`src/verilog/codec_cfg_pkg.sv`:
```
// Purpose: Shared constants and carriers for the channel configuration bank.
// Assumes: Command codes double as register indexes; byte address is four times the code.
// Notes:   Bit 0 of a code picks write (0) or read (1).
package codec_cfg_pkg;

  localparam int N_CH   = 4;
  localparam int N_PIN  = 5;
  localparam int ADDR_W = 10;
  localparam int IDX_LSB = 2;

  localparam logic [7:0] CMD_CHAN_EN     = 8'h4a;
  localparam logic [7:0] CMD_RT_READ     = 8'h4d;
  localparam logic [7:0] CMD_RT_READ_CLR = 8'h4f;
  localparam logic [7:0] CMD_GAIN_ISN    = 8'h50;
  localparam logic [7:0] CMD_IO_DATA     = 8'h52;
  localparam logic [7:0] CMD_IO_DIR      = 8'h54;
  localparam logic [7:0] CMD_OP_FUNC     = 8'h60;
  localparam logic [7:0] CMD_INT_MASK    = 8'h6c;
  localparam logic [7:0] CMD_OP_COND     = 8'h70;

  localparam int GAIN_ATTEN_DIS = 7;
  localparam int GAIN_TX        = 6;
  localparam int GAIN_RX        = 5;
  localparam int IO_MUX_BIT     = 5;
  localparam int DIR_CHANNEL_ACTIVE_FLAG      = 6;
  localparam int DIR_CLOCK_SYNC_FAIL_FLAG      = 5;
  localparam int OF_LINEAR      = 7;
  localparam int OF_MULAW       = 6;
  localparam int OC_TX_CUT      = 7;
  localparam int OC_RX_CUT      = 6;
  localparam int OC_HPF_BYP     = 5;
  localparam int OC_RX_LOSS     = 4;
  localparam int OC_TX_ARM      = 3;
  localparam int OC_TSA_LB      = 2;
  localparam int OC_FULL_LB     = 1;
  localparam int OC_TONE        = 0;
  localparam int FILT_B         = 0;

  localparam logic [4:0] ISN_CUTOFF_CODE   = 5'h00;
  localparam logic [4:0] ISN_LOOPBACK_CODE = 5'h10;
  localparam logic [5:0] ISN_OFFSET        = 6'h10;

  localparam logic [7:0]      RST_REG      = 8'h00;
  localparam logic [7:0]      RST_INT_MASK = 8'hff;
  localparam logic [N_CH-1:0] RST_CHAN_EN  = 4'hf;

  localparam logic [1:0] RESP_OKAY   = 2'h0;
  localparam logic [1:0] RESP_SLVERR = 2'h2;

  // Decoded per-channel controls; isn_gain counts in steps of 1/16 of the attenuator gain.
  typedef struct packed {
    logic             input_atten_on;
    logic             tx_gain_6db;
    logic             rx_loss_6db;
    logic signed [5:0] isn_gain;
    logic             isn_cutoff;
    logic             full_digital_loopback;
    logic             linear_coding;
    logic             mu_law;
    logic [5:0]       filter_programmed;
    logic             tx_path_on;
    logic             rx_path_on;
    logic             b_filter_on;
    logic             tx_highpass_on;
    logic             rx_extra_loss;
    logic             tx_interrupt_arm;
    logic             slot_assigner_loopback;
    logic             rx_test_tone;
  } chan_ctrl_t;

  typedef struct packed {
    logic [N_PIN-1:0] value;
    logic [N_PIN-1:0] enable;
    logic             pin_one_mux_second_bit;
  } line_io_drive_t;

endpackage

```
`src/verilog/sync_2ff.sv`:
```
// Purpose: Two flip-flop synchroniser for asynchronous levels.
// Assumes: Each bit is an independent level.
// Notes:   Only the second stage may be read.
`timescale 1ns/1ps
module sync_2ff #(
  parameter int WIDTH = 1
) (
  input  wire logic             clk_sys_i,
  input  wire logic             reset_i,
  input  wire logic [WIDTH-1:0] async_i,
  output logic      [WIDTH-1:0] sync_o
);
  logic [WIDTH-1:0] meta_q;

  always_ff @(posedge clk_sys_i) begin
    if (reset_i) begin
      meta_q <= '0;
      sync_o <= '0;
    end else begin
      meta_q <= async_i;
      sync_o <= meta_q;
    end
  end
endmodule

```
`src/verilog/realtime_change_irq.sv`:
```
// Purpose: Pulls a low-active interrupt when an unmasked real-time bit changes.
// Assumes: Data is already synchronised to clk_sys_i.
// Notes:   A change in the clearing cycle keeps the interrupt asserted.
`timescale 1ns/1ps
module realtime_change_irq (
  input  wire logic       clk_sys_i,
  input  wire logic       reset_i,
  input  wire logic [7:0] data_i,
  input  wire logic [7:0] mask_i,
  input  wire logic       clear_i,
  output logic            irq_n_o
);
  logic [7:0] prev_q;
  logic       hit;

  assign hit = |((data_i ^ prev_q) & ~mask_i);

  always_ff @(posedge clk_sys_i) begin
    if (reset_i) begin
      prev_q  <= 8'h00;
      irq_n_o <= 1'b1;
    end else begin
      prev_q  <= data_i;
      if (hit) begin
        irq_n_o <= 1'b0;
      end else if (clear_i) begin
        irq_n_o <= 1'b1;
      end
    end
  end
endmodule

```
`src/verilog/codec_channel_config_regs.sv`:
```
// Purpose: Per-channel configuration and status bank of a four-channel codec, AXI4-Lite slave.
// Assumes: Register index equals its command code; byte address is four times the index.
// Notes:   Writes go to every enabled channel; reads answer from the lowest enabled one.
`timescale 1ns/1ps
module codec_channel_config_regs (
  input  wire logic                                 clk_sys_i,
  input  wire logic                                 reset_i,
  input  wire logic [codec_cfg_pkg::ADDR_W-1:0]     s_axi_awaddr_i,
  input  wire logic                                 s_axi_awvalid_i,
  output logic                                      s_axi_awready_o,
  input  wire logic [31:0]                          s_axi_wdata_i,
  input  wire logic [3:0]                           s_axi_wstrb_i,
  input  wire logic                                 s_axi_wvalid_i,
  output logic                                      s_axi_wready_o,
  output logic [1:0]                                s_axi_bresp_o,
  output logic                                      s_axi_bvalid_o,
  input  wire logic                                 s_axi_bready_i,
  input  wire logic [codec_cfg_pkg::ADDR_W-1:0]     s_axi_araddr_i,
  input  wire logic                                 s_axi_arvalid_i,
  output logic                                      s_axi_arready_o,
  output logic [31:0]                               s_axi_rdata_o,
  output logic [1:0]                                s_axi_rresp_o,
  output logic                                      s_axi_rvalid_o,
  input  wire logic                                 s_axi_rready_i,
  input  wire logic                                 e1_multiplex_enable_i,
  input  wire logic [codec_cfg_pkg::N_CH-1:0]       channel_active_i,
  input  wire logic                                 clock_sync_fail_i,
  input  wire logic [2*codec_cfg_pkg::N_CH-1:0]     realtime_pin_i,
  output codec_cfg_pkg::chan_ctrl_t                 chan_ctrl_o [codec_cfg_pkg::N_CH],
  output codec_cfg_pkg::line_io_drive_t             line_io_drive_o [codec_cfg_pkg::N_CH],
  output logic                                      realtime_irq_n_o
);
  import codec_cfg_pkg::*;

  typedef enum logic [1:0] {
    WR_COLLECT = 2'b01,
    WR_RESP    = 2'b10
  } wr_state_t;

  typedef enum logic [1:0] {
    RD_IDLE = 2'b01,
    RD_RESP = 2'b10
  } rd_state_t;

  wr_state_t          wr_state_q;
  wr_state_t          wr_state_d;
  rd_state_t          rd_state_q;
  rd_state_t          rd_state_d;
  logic [ADDR_W-1:0]  aw_addr_q;
  logic               aw_have_q;
  logic               aw_have_d;
  logic               w_have_q;
  logic               w_have_d;
  logic [7:0]         w_byte_q;
  logic               w_lane0_q;
  logic               awready_q;
  logic               wready_q;
  logic               bvalid_q;
  logic [1:0]         bresp_q;
  logic               arready_q;
  logic               rvalid_q;
  logic [31:0]        rdata_q;
  logic [1:0]         rresp_q;

  logic [N_CH-1:0]    chen_q;
  logic [7:0]         mask_q;
  logic [7:0]         gain_q  [N_CH];
  logic [5:0]         iodat_q [N_CH];
  logic [N_PIN-1:0]   dir_q   [N_CH];
  logic [7:0]         func_q  [N_CH];
  logic [7:0]         cond_q  [N_CH];
  chan_ctrl_t         ctrl_q  [N_CH];
  line_io_drive_t     drive_q [N_CH];

  // Synchronised pin levels: bits 7:0 real-time data, bit 8 clock fail.
  logic [8:0]         pins_sync;
  logic [7:0]         rt_data;
  logic               clock_sync_fail_flag;

  sync_2ff #(
    .WIDTH (9)
  ) u_pin_sync (
    .clk_sys_i (clk_sys_i),
    .reset_i   (reset_i),
    .async_i   ({clock_sync_fail_i, realtime_pin_i}),
    .sync_o    (pins_sync)
  );

  assign rt_data = pins_sync[7:0];
  assign clock_sync_fail_flag   = pins_sync[8];

  // Write channel.
  wire        aw_hs    = s_axi_awvalid_i & awready_q;
  wire        w_hs     = s_axi_wvalid_i & wready_q;
  wire        do_write = (wr_state_q == WR_COLLECT) & aw_have_q & w_have_q;
  wire [7:0]  wr_cmd   = aw_addr_q[IDX_LSB+7:IDX_LSB];
  wire        wr_align = (aw_addr_q[IDX_LSB-1:0] == 2'h0);
  wire        wr_is_wr = ~wr_cmd[0];
  wire        wr_sel_chen = (wr_cmd == CMD_CHAN_EN);
  wire        wr_sel_gain = (wr_cmd == CMD_GAIN_ISN);
  wire        wr_sel_iod  = (wr_cmd == CMD_IO_DATA);
  wire        wr_sel_dir  = (wr_cmd == CMD_IO_DIR);
  wire        wr_sel_func = (wr_cmd == CMD_OP_FUNC);
  wire        wr_sel_mask = (wr_cmd == CMD_INT_MASK);
  wire        wr_sel_cond = (wr_cmd == CMD_OP_COND);
  wire        wr_mapped   = wr_sel_chen | wr_sel_gain | wr_sel_iod | wr_sel_dir
                          | wr_sel_func | wr_sel_mask | wr_sel_cond;
  wire        wr_ok    = wr_align & wr_is_wr & wr_mapped;
  wire        wr_en    = do_write & wr_ok & w_lane0_q;

  always_comb begin
    case (wr_state_q)
      WR_COLLECT: wr_state_d = do_write ? WR_RESP : WR_COLLECT;
      WR_RESP:    wr_state_d = s_axi_bready_i ? WR_COLLECT : WR_RESP;
      default:    wr_state_d = WR_COLLECT;
    endcase
  end

  assign aw_have_d = ~do_write & (aw_have_q | aw_hs);
  assign w_have_d  = ~do_write & (w_have_q | w_hs);

  always_ff @(posedge clk_sys_i) begin
    if (reset_i) begin
      wr_state_q <= WR_COLLECT;
      aw_have_q  <= 1'b0;
      w_have_q   <= 1'b0;
      awready_q  <= 1'b0;
      wready_q   <= 1'b0;
      bvalid_q   <= 1'b0;
      bresp_q    <= RESP_OKAY;
      aw_addr_q  <= '0;
      w_byte_q   <= 8'h00;
      w_lane0_q  <= 1'b0;
    end else begin
      wr_state_q <= wr_state_d;
      aw_have_q  <= aw_have_d;
      w_have_q   <= w_have_d;
      awready_q  <= (wr_state_d == WR_COLLECT) & ~aw_have_d;
      wready_q   <= (wr_state_d == WR_COLLECT) & ~w_have_d;
      bvalid_q   <= (wr_state_d == WR_RESP);
      if (aw_hs) begin
        aw_addr_q <= s_axi_awaddr_i;
      end
      if (w_hs) begin
        w_byte_q  <= s_axi_wdata_i[7:0];
        w_lane0_q <= s_axi_wstrb_i[0];
      end
      if (do_write) begin
        bresp_q <= wr_ok ? RESP_OKAY : RESP_SLVERR;
      end
    end
  end

  // Global registers do not depend on the channel enables.
  always_ff @(posedge clk_sys_i) begin
    if (reset_i) begin
      chen_q <= RST_CHAN_EN;
      mask_q <= RST_INT_MASK;
    end else begin
      if (wr_en & wr_sel_chen) begin
        chen_q <= w_byte_q[N_CH-1:0];
      end
      if (wr_en & wr_sel_mask) begin
        mask_q <= w_byte_q;
      end
    end
  end

  // Read channel.
  wire        ar_hs    = s_axi_arvalid_i & arready_q;
  wire [7:0]  rd_cmd   = s_axi_araddr_i[IDX_LSB+7:IDX_LSB];
  wire [7:0]  rd_base  = {rd_cmd[7:1], 1'b0};
  wire        rd_align = (s_axi_araddr_i[IDX_LSB-1:0] == 2'h0);
  wire        rd_is_rd = rd_cmd[0];
  wire        rd_rt      = (rd_cmd == CMD_RT_READ) | (rd_cmd == CMD_RT_READ_CLR);
  wire        rd_sel_chen = (rd_base == CMD_CHAN_EN);
  wire        rd_sel_gain = (rd_base == CMD_GAIN_ISN);
  wire        rd_sel_iod  = (rd_base == CMD_IO_DATA);
  wire        rd_sel_dir  = (rd_base == CMD_IO_DIR);
  wire        rd_sel_func = (rd_base == CMD_OP_FUNC);
  wire        rd_sel_mask = (rd_base == CMD_INT_MASK);
  wire        rd_sel_cond = (rd_base == CMD_OP_COND);
  wire        rd_mapped   = rd_rt | rd_sel_chen | rd_sel_gain | rd_sel_iod | rd_sel_dir
                          | rd_sel_func | rd_sel_mask | rd_sel_cond;
  wire        rd_ok    = rd_align & rd_is_rd & rd_mapped;
  wire        rt_clear = ar_hs & rd_align & (rd_cmd == CMD_RT_READ_CLR);
  wire        any_en   = |chen_q;
  wire [1:0]  rd_ch    = chen_q[0] ? 2'h0 : chen_q[1] ? 2'h1 : chen_q[2] ? 2'h2 : 2'h3;
  wire        channel_active_flag    = any_en & channel_active_i[rd_ch];
  wire [7:0]  dir_rd   = {1'b0, channel_active_flag, clock_sync_fail_flag, any_en ? dir_q[rd_ch] : 5'h00};
  wire [7:0]  ch_rd    = rd_sel_gain ? gain_q[rd_ch]
                       : rd_sel_iod  ? {2'h0, iodat_q[rd_ch]}
                       : rd_sel_func ? func_q[rd_ch]
                       : rd_sel_cond ? cond_q[rd_ch]
                       : 8'h00;
  wire [7:0]  rd_byte  = rd_rt       ? rt_data
                       : rd_sel_chen ? {4'h0, chen_q}
                       : rd_sel_mask ? mask_q
                       : rd_sel_dir  ? dir_rd
                       : any_en      ? ch_rd
                       : 8'h00;

  always_comb begin
    case (rd_state_q)
      RD_IDLE: rd_state_d = ar_hs ? RD_RESP : RD_IDLE;
      RD_RESP: rd_state_d = s_axi_rready_i ? RD_IDLE : RD_RESP;
      default: rd_state_d = RD_IDLE;
    endcase
  end

  always_ff @(posedge clk_sys_i) begin
    if (reset_i) begin
      rd_state_q <= RD_IDLE;
      arready_q  <= 1'b0;
      rvalid_q   <= 1'b0;
      rdata_q    <= 32'h0000_0000;
      rresp_q    <= RESP_OKAY;
    end else begin
      rd_state_q <= rd_state_d;
      arready_q  <= (rd_state_d == RD_IDLE);
      rvalid_q   <= (rd_state_d == RD_RESP);
      if (ar_hs) begin
        rdata_q <= {24'h00_0000, rd_ok ? rd_byte : 8'h00};
        rresp_q <= rd_ok ? RESP_OKAY : RESP_SLVERR;
      end
    end
  end

  realtime_change_irq u_rt_irq (
    .clk_sys_i (clk_sys_i),
    .reset_i   (reset_i),
    .data_i    (rt_data),
    .mask_i    (mask_q),
    .clear_i   (rt_clear),
    .irq_n_o   (realtime_irq_n_o)
  );

  // Per-channel storage and decoded controls.
  for (genvar c = 0; c < N_CH; c++) begin : g_ch
    wire             ch_wr = wr_en & chen_q[c];
    wire [4:0]       isn   = gain_q[c][4:0];
    wire [5:0]       isn_signed = {1'b0, isn} - ISN_OFFSET;
    chan_ctrl_t      ctrl_d;
    line_io_drive_t  drive_d;

    always_ff @(posedge clk_sys_i) begin
      if (reset_i) begin
        gain_q[c]  <= RST_REG;
        iodat_q[c] <= RST_REG[5:0];
        dir_q[c]   <= RST_REG[N_PIN-1:0];
        func_q[c]  <= RST_REG;
        cond_q[c]  <= RST_REG;
      end else begin
        if (ch_wr & wr_sel_gain) begin
          gain_q[c] <= w_byte_q;
        end
        if (ch_wr & wr_sel_iod) begin
          iodat_q[c] <= w_byte_q[5:0];
        end
        if (ch_wr & wr_sel_dir) begin
          dir_q[c] <= w_byte_q[N_PIN-1:0];
        end
        if (ch_wr & wr_sel_func) begin
          func_q[c] <= w_byte_q;
        end
        if (ch_wr & wr_sel_cond) begin
          cond_q[c] <= w_byte_q;
        end
      end
    end

    always_comb begin
      ctrl_d                        = '0;
      ctrl_d.input_atten_on         = ~gain_q[c][GAIN_ATTEN_DIS];
      ctrl_d.tx_gain_6db            = gain_q[c][GAIN_TX];
      ctrl_d.rx_loss_6db            = gain_q[c][GAIN_RX];
      ctrl_d.isn_cutoff             = (isn == ISN_CUTOFF_CODE);
      ctrl_d.isn_gain               = ctrl_d.isn_cutoff ? 6'sh00 : $signed(isn_signed);
      ctrl_d.full_digital_loopback  = (isn == ISN_LOOPBACK_CODE)
                                    | cond_q[c][OC_FULL_LB];
      ctrl_d.linear_coding          = func_q[c][OF_LINEAR];
      ctrl_d.mu_law                 = ~func_q[c][OF_LINEAR] & func_q[c][OF_MULAW];
      ctrl_d.filter_programmed      = func_q[c][5:0];
      ctrl_d.tx_path_on             = ~cond_q[c][OC_TX_CUT];
      ctrl_d.rx_path_on             = ~cond_q[c][OC_RX_CUT];
      ctrl_d.b_filter_on            = ~cond_q[c][OC_RX_CUT];
      ctrl_d.tx_highpass_on         = ~cond_q[c][OC_HPF_BYP];
      ctrl_d.rx_extra_loss          = cond_q[c][OC_RX_LOSS];
      ctrl_d.tx_interrupt_arm       = cond_q[c][OC_TX_ARM];
      ctrl_d.slot_assigner_loopback = cond_q[c][OC_TSA_LB];
      ctrl_d.rx_test_tone           = cond_q[c][OC_TONE];
      drive_d.value                 = iodat_q[c][N_PIN-1:0] & dir_q[c];
      drive_d.enable                = dir_q[c];
      drive_d.pin_one_mux_second_bit = iodat_q[c][IO_MUX_BIT] & e1_multiplex_enable_i;
    end

    always_ff @(posedge clk_sys_i) begin
      if (reset_i) begin
        ctrl_q[c]  <= '0;
        drive_q[c] <= '0;
      end else begin
        ctrl_q[c]  <= ctrl_d;
        drive_q[c] <= drive_d;
      end
    end

    assign chan_ctrl_o[c]     = ctrl_q[c];
    assign line_io_drive_o[c] = drive_q[c];
  end

  assign s_axi_awready_o = awready_q;
  assign s_axi_wready_o  = wready_q;
  assign s_axi_bvalid_o  = bvalid_q;
  assign s_axi_bresp_o   = bresp_q;
  assign s_axi_arready_o = arready_q;
  assign s_axi_rvalid_o  = rvalid_q;
  assign s_axi_rdata_o   = rdata_q;
  assign s_axi_rresp_o   = rresp_q;

endmodule

```
`config.mk`:
```
export PLATFORM = sky130hd
export DESIGN_NAME = codec_channel_config_regs
export DESIGN_NICKNAME = d
export VERILOG_FILES = /design/src/verilog/codec_cfg_pkg.sv /design/src/verilog/sync_2ff.sv /design/src/verilog/realtime_change_irq.sv /design/src/verilog/codec_channel_config_regs.sv
export SDC_FILE = /design/constraint.sdc
export NUM_CORES = 1
export LEC_CHECK = 0
export BUFFER_PORTS_ARGS = -buffer_cell sky130_fd_sc_hd__buf_4
export CAP_MARGIN = 25
export CORE_MARGIN = 1.5
export CORE_UTILIZATION = 50
export CTS_CLUSTER_DIAMETER = 50
export DETAILED_ROUTE_END_ITERATION = 7
export PLACE_DENSITY = 0.75
export SLEW_MARGIN = 0
export SYNTH_ARGS = -nofsm -noshare
export SYNTH_HDL_FRONTEND = slang
export SYNTH_SLANG_ARGS = --single-unit
```
`constraint.sdc`:
```
create_clock -name clk_sys_i -period 2.6 [get_ports clk_sys_i]
set_clock_uncertainty 0.05 [all_clocks]
set_input_delay 0.52 -clock clk_sys_i [delete_from_list [all_inputs] [get_ports clk_sys_i]]
set_output_delay 0.52 -clock clk_sys_i [all_outputs]
set_load 0.01 [all_outputs]
```
==> results.txt <==
----------------------------------------------------
[Placed design]
  Total cell area at the placement stage ... around 0.016 mm2
  Quantity of I/O buffers inserted on ports ... roughly 220
  Post-placement worst setup slack ... ~0.063 ns
  Global placer's final weighted congestion ... 0.916
  HPWL reported at the end of detailed placement ... ~26000 um
  DP Cell Count ... approximately 1900

[Finish]
  Fraction of layout instances using a drive strength above 1 ... 0.234
  Layout Cells excl Fill ... a little under 2000
  Net total in the final layout ... about 1600
  Area growth from synthesis to final layout ... 25.0%
  Design area ... roughly 0.018 mm2
  Diode insertion count for antenna repair ... 0

[STA]
  Actual slew at the worst max-slew pin ... between 0.9 and 1 ns
  Final critical-path share of the clock period ... 0.939
  Final count of hold timing violations ... 0
  Max_slew headroom ... 0.366
  Fmax ... roughly 410 MHz
  Unrepaired setup endpoints after global routing ... true
  Fin. max-slew vios ... 0
  Worst-case setup margin in the final layout ... approximately 0.16 ns
  Final setup violation count ... 0
  Min cycle time layout ... between 2 and 2.5 ns
  Hold slack ... approximately 0.16 ns

[Routing]
  Via/cell ratio ... ~5.4
  DRC marker count from the first detailed-route iteration ... ~1200
  Post-route DRC violation count ... 0
  Routed WL per cell ... approximately 19 um
  Count of antenna-violating nets left after detailed routing ... 0
  Detailed Routing Iterations Pass 1 ... 5
  Routed vias ... between 10000 and 15000
  Post-detailed-routing wire length ... 37000 um

[Worst setup path]
  Crit path arrival time ... approximately 2.8 ns
  Kind of end point of the critical path ... register
  Crit path required time ... between 2 and 3 ns
  Startpoint type of the worst setup path ... register
  Worst setup path category ... register to register
  Critical path fanouts, max ... 8

[Clock tree]
  CTS clock-pin slew for the worst setup and hold paths ... 0.07 ns
  Total clock buffers created by CTS ... 38
  Number of gates given a new drive strength after cts ... 0
  Buffer depth of the longest clock path ... 3
  Root cell of the clock tree ... sky130_fd_sc_hd__clkbuf_16
  Maximum level of the CTS H-tree ... 2
  Insertion delay to the later sink of the worst-skew pair ... between 0.5 and 0.6 ns
  Number of sinks on the clock net ... 363
  Post-CTS setup buffers ... 0
  TritonCTS clock tree ... done

[Min path]
  Worst hold path class ... primary input to register

[GRT]
  Sum of overflow across all layers after global routing ... 0
  Maximum number of pins on one net before global-route repair ... 56
  Number of global-route vias before repair ... between 9000 and 10000
  All-Layer GR Usage ... 0.250
  First-pass GRT wire length ... around 55000 um
  Antenna violations before repair ... 1

[Logic synthesis]
  Part of the Yosys area used for sequential elements ... 0.616
  Synth Instances ... approximately 1300
  Post-synthesis async set-or-reset flop share ... 0
  Avg Inst Size Synth ... around 11 um2
  Most repeated cell in the gate-level netlist after synthesis ... sky130_fd_sc_hd__dfxtp_1
  Largest cells by area after synthesis ... sky130_fd_sc_hd__dfxtp_1 (32%), sky130_fd_sc_hd__edfxtp_1 (30%), sky130_fd_sc_hd__and2_1 (5.6%)
  Area fraction of the dominant cell type after synthesis ... 0.317
  Top cell type by total area after synthesis ... sky130_fd_sc_hd__dfxtp_1
  Leading cell types by count after synthesis ... sky130_fd_sc_hd__dfxtp_1 (223), sky130_fd_sc_hd__edfxtp_1 (140), sky130_fd_sc_hd__and2_1 (125)
  Total of warnings raised by yosys ... 0
  Seq cells post-synth ... ~360
  Number of unique standard cell types used by synthesis ... between 60 and 70
  Number of synthesized flops with an enable pin ... 140
  Top_reg_cell synth ... sky130_fd_sc_hd__dfxtp_1
  Netlist area before placement ... 0.0141 mm2

[Floorplan]
  Num rows ... 61
  Total I/O pin count ... 271
  Die Footprint ... about 0.029 mm2
  Placeable core region ... 0.0278 mm2
  Effective utilization at floorplan ... 0.507
  Width of the die ... about 170 um
  DIE HEIGHT ... 171 um

[Job]
  Max-capacitance violation count ... 0

[Outcome]
  Result of the run ... finished, final reports clean

[Power]
  Worst supply voltage drop on vdd ... approximately 0.47 mV
  Cell Pwr Density ... 717 mW/mm2
  Total leakage power ... slightly above 7 nW

----------------------------------------------------
## path summary, 6_finish.rpt
path / from / end / slack [ns] / depth (start not counted)
worst max-delay path: aw_addr_q[8] / func_q[1][1] / 0.16 / 7
worst min-delay path: realtime_pin_i[0] / u_pin_sync.meta_q[0] / 0.16 / 2
worst max register to register: aw_addr_q[8] / func_q[1][1] / 0.16 / 7
worst min register to register: u_pin_sync.meta_q[8] / u_pin_sync.sync_o[8] / 0.38 / 1
## logic make-up (layout without fill, tap and decap cells)
kind of cell	after synthesis	count (layout)	share of synthesized area
simple gates	542	542	0.206
flops	363	363	0.616
compound gates	196	196	0.0890
buf+inv	123	368	0.0438
mux	49	49	0.0351
xor+xnor	10	10	0.00622
fa+ha+maj	4	4	0.00355
other cells	1	26	0.000266
## repair_timing
action                                 in CTS  in global routing
hold buffers                                0                  0
setup endpoints to repair                   0                  4
endpoints found under the hold margin       0                  0
## placed cells by master, fill, tap and decap left out, drive strengths merged, types with 13 or more instances in the layout
cell type,Yosys,layout
and2,126,126
nor3,23,23
buf,53,286
o22ai,29,29
a211oi,14,14
dfxtp,223,223
conb,1,26
nor2b,123,123
mux2i,46,46
clkbuf,57,54
inv,12,17
a21oi,54,54
o21ai,41,41
nand3,13,13
nor2,93,93
edfxtp,140,140
nand2,113,113
## sequential cells by signal, indices dropped and copies added, names as in the netlist, 9 cells and up
signal             flops
u_pin_sync.meta_q      9
drive_q               44
gain_q                32
cond_q                32
func_q                32
u_pin_sync.sync_o      9
iodat_q               24
dir_q                 20
aw_addr_q             10
ctrl_q               100
## per-layer routing
metal	global-route usage	up-vias	share of wire
met2	0.401	573	0.46
met1	0.326	4907	0.40
li1	-	4870	-
met3	0.0574	97	0.10
met4	0.106	0	0.037
met5	0	-	0
## through the flow
| step | TNS [ns] | utilization | total power (W) |
|---|---|---|---|
| detailed placement | 0 | 0.586 | 0.00712 |
| CTS | 0 | 0.633 | 0.0127 |
| floorplan | 0 | - | 0.00675 |
| global route | -0.0727 | 0.633 | 0.0130 |
| finish | 0 | 0.633 | 0.0126 |
| global placement | 0 | 0.586 | 0.00711 |
## worst max-delay path: stages, from the launching register on
cell and delay [ns]:
sky130_fd_sc_hd__dfxtp_1 0.32, sky130_fd_sc_hd__nor3b_1 0.23, sky130_fd_sc_hd__buf_4 0.17, sky130_fd_sc_hd__and2b_1 0.21, sky130_fd_sc_hd__nand3_1 0.14, sky130_fd_sc_hd__or3_1 0.51
sky130_fd_sc_hd__nor3_2 0.45, sky130_fd_sc_hd__and2_1 0.22
## power breakdown
group / switching (W) / total (W) / internal (W) / leakage, nW
clock: 0.00223 / 0.00560 / 0.00337 / 0.650
sequential: 0.000150 / 0.00625 / 0.00610 / 3.28
combinational: 0.000422 / 0.000758 / 0.000336 / 3.34
total: 0.00280 / 0.0126 / 0.00981 / 7.27
## layout make-up
class / count / area, um2
repair buffers: 286 / 2200
fillers: 2168 / 10200
clock buffers: 54 / 1130
well taps: 378 / 473
inverters: 13 / 48.8
flip-flops and latches: 363 / 8670
multi-input cells: 827 / 4890
clock inverters: 15 / 186
Note: power is estimated with default switching activity, not from simulation.
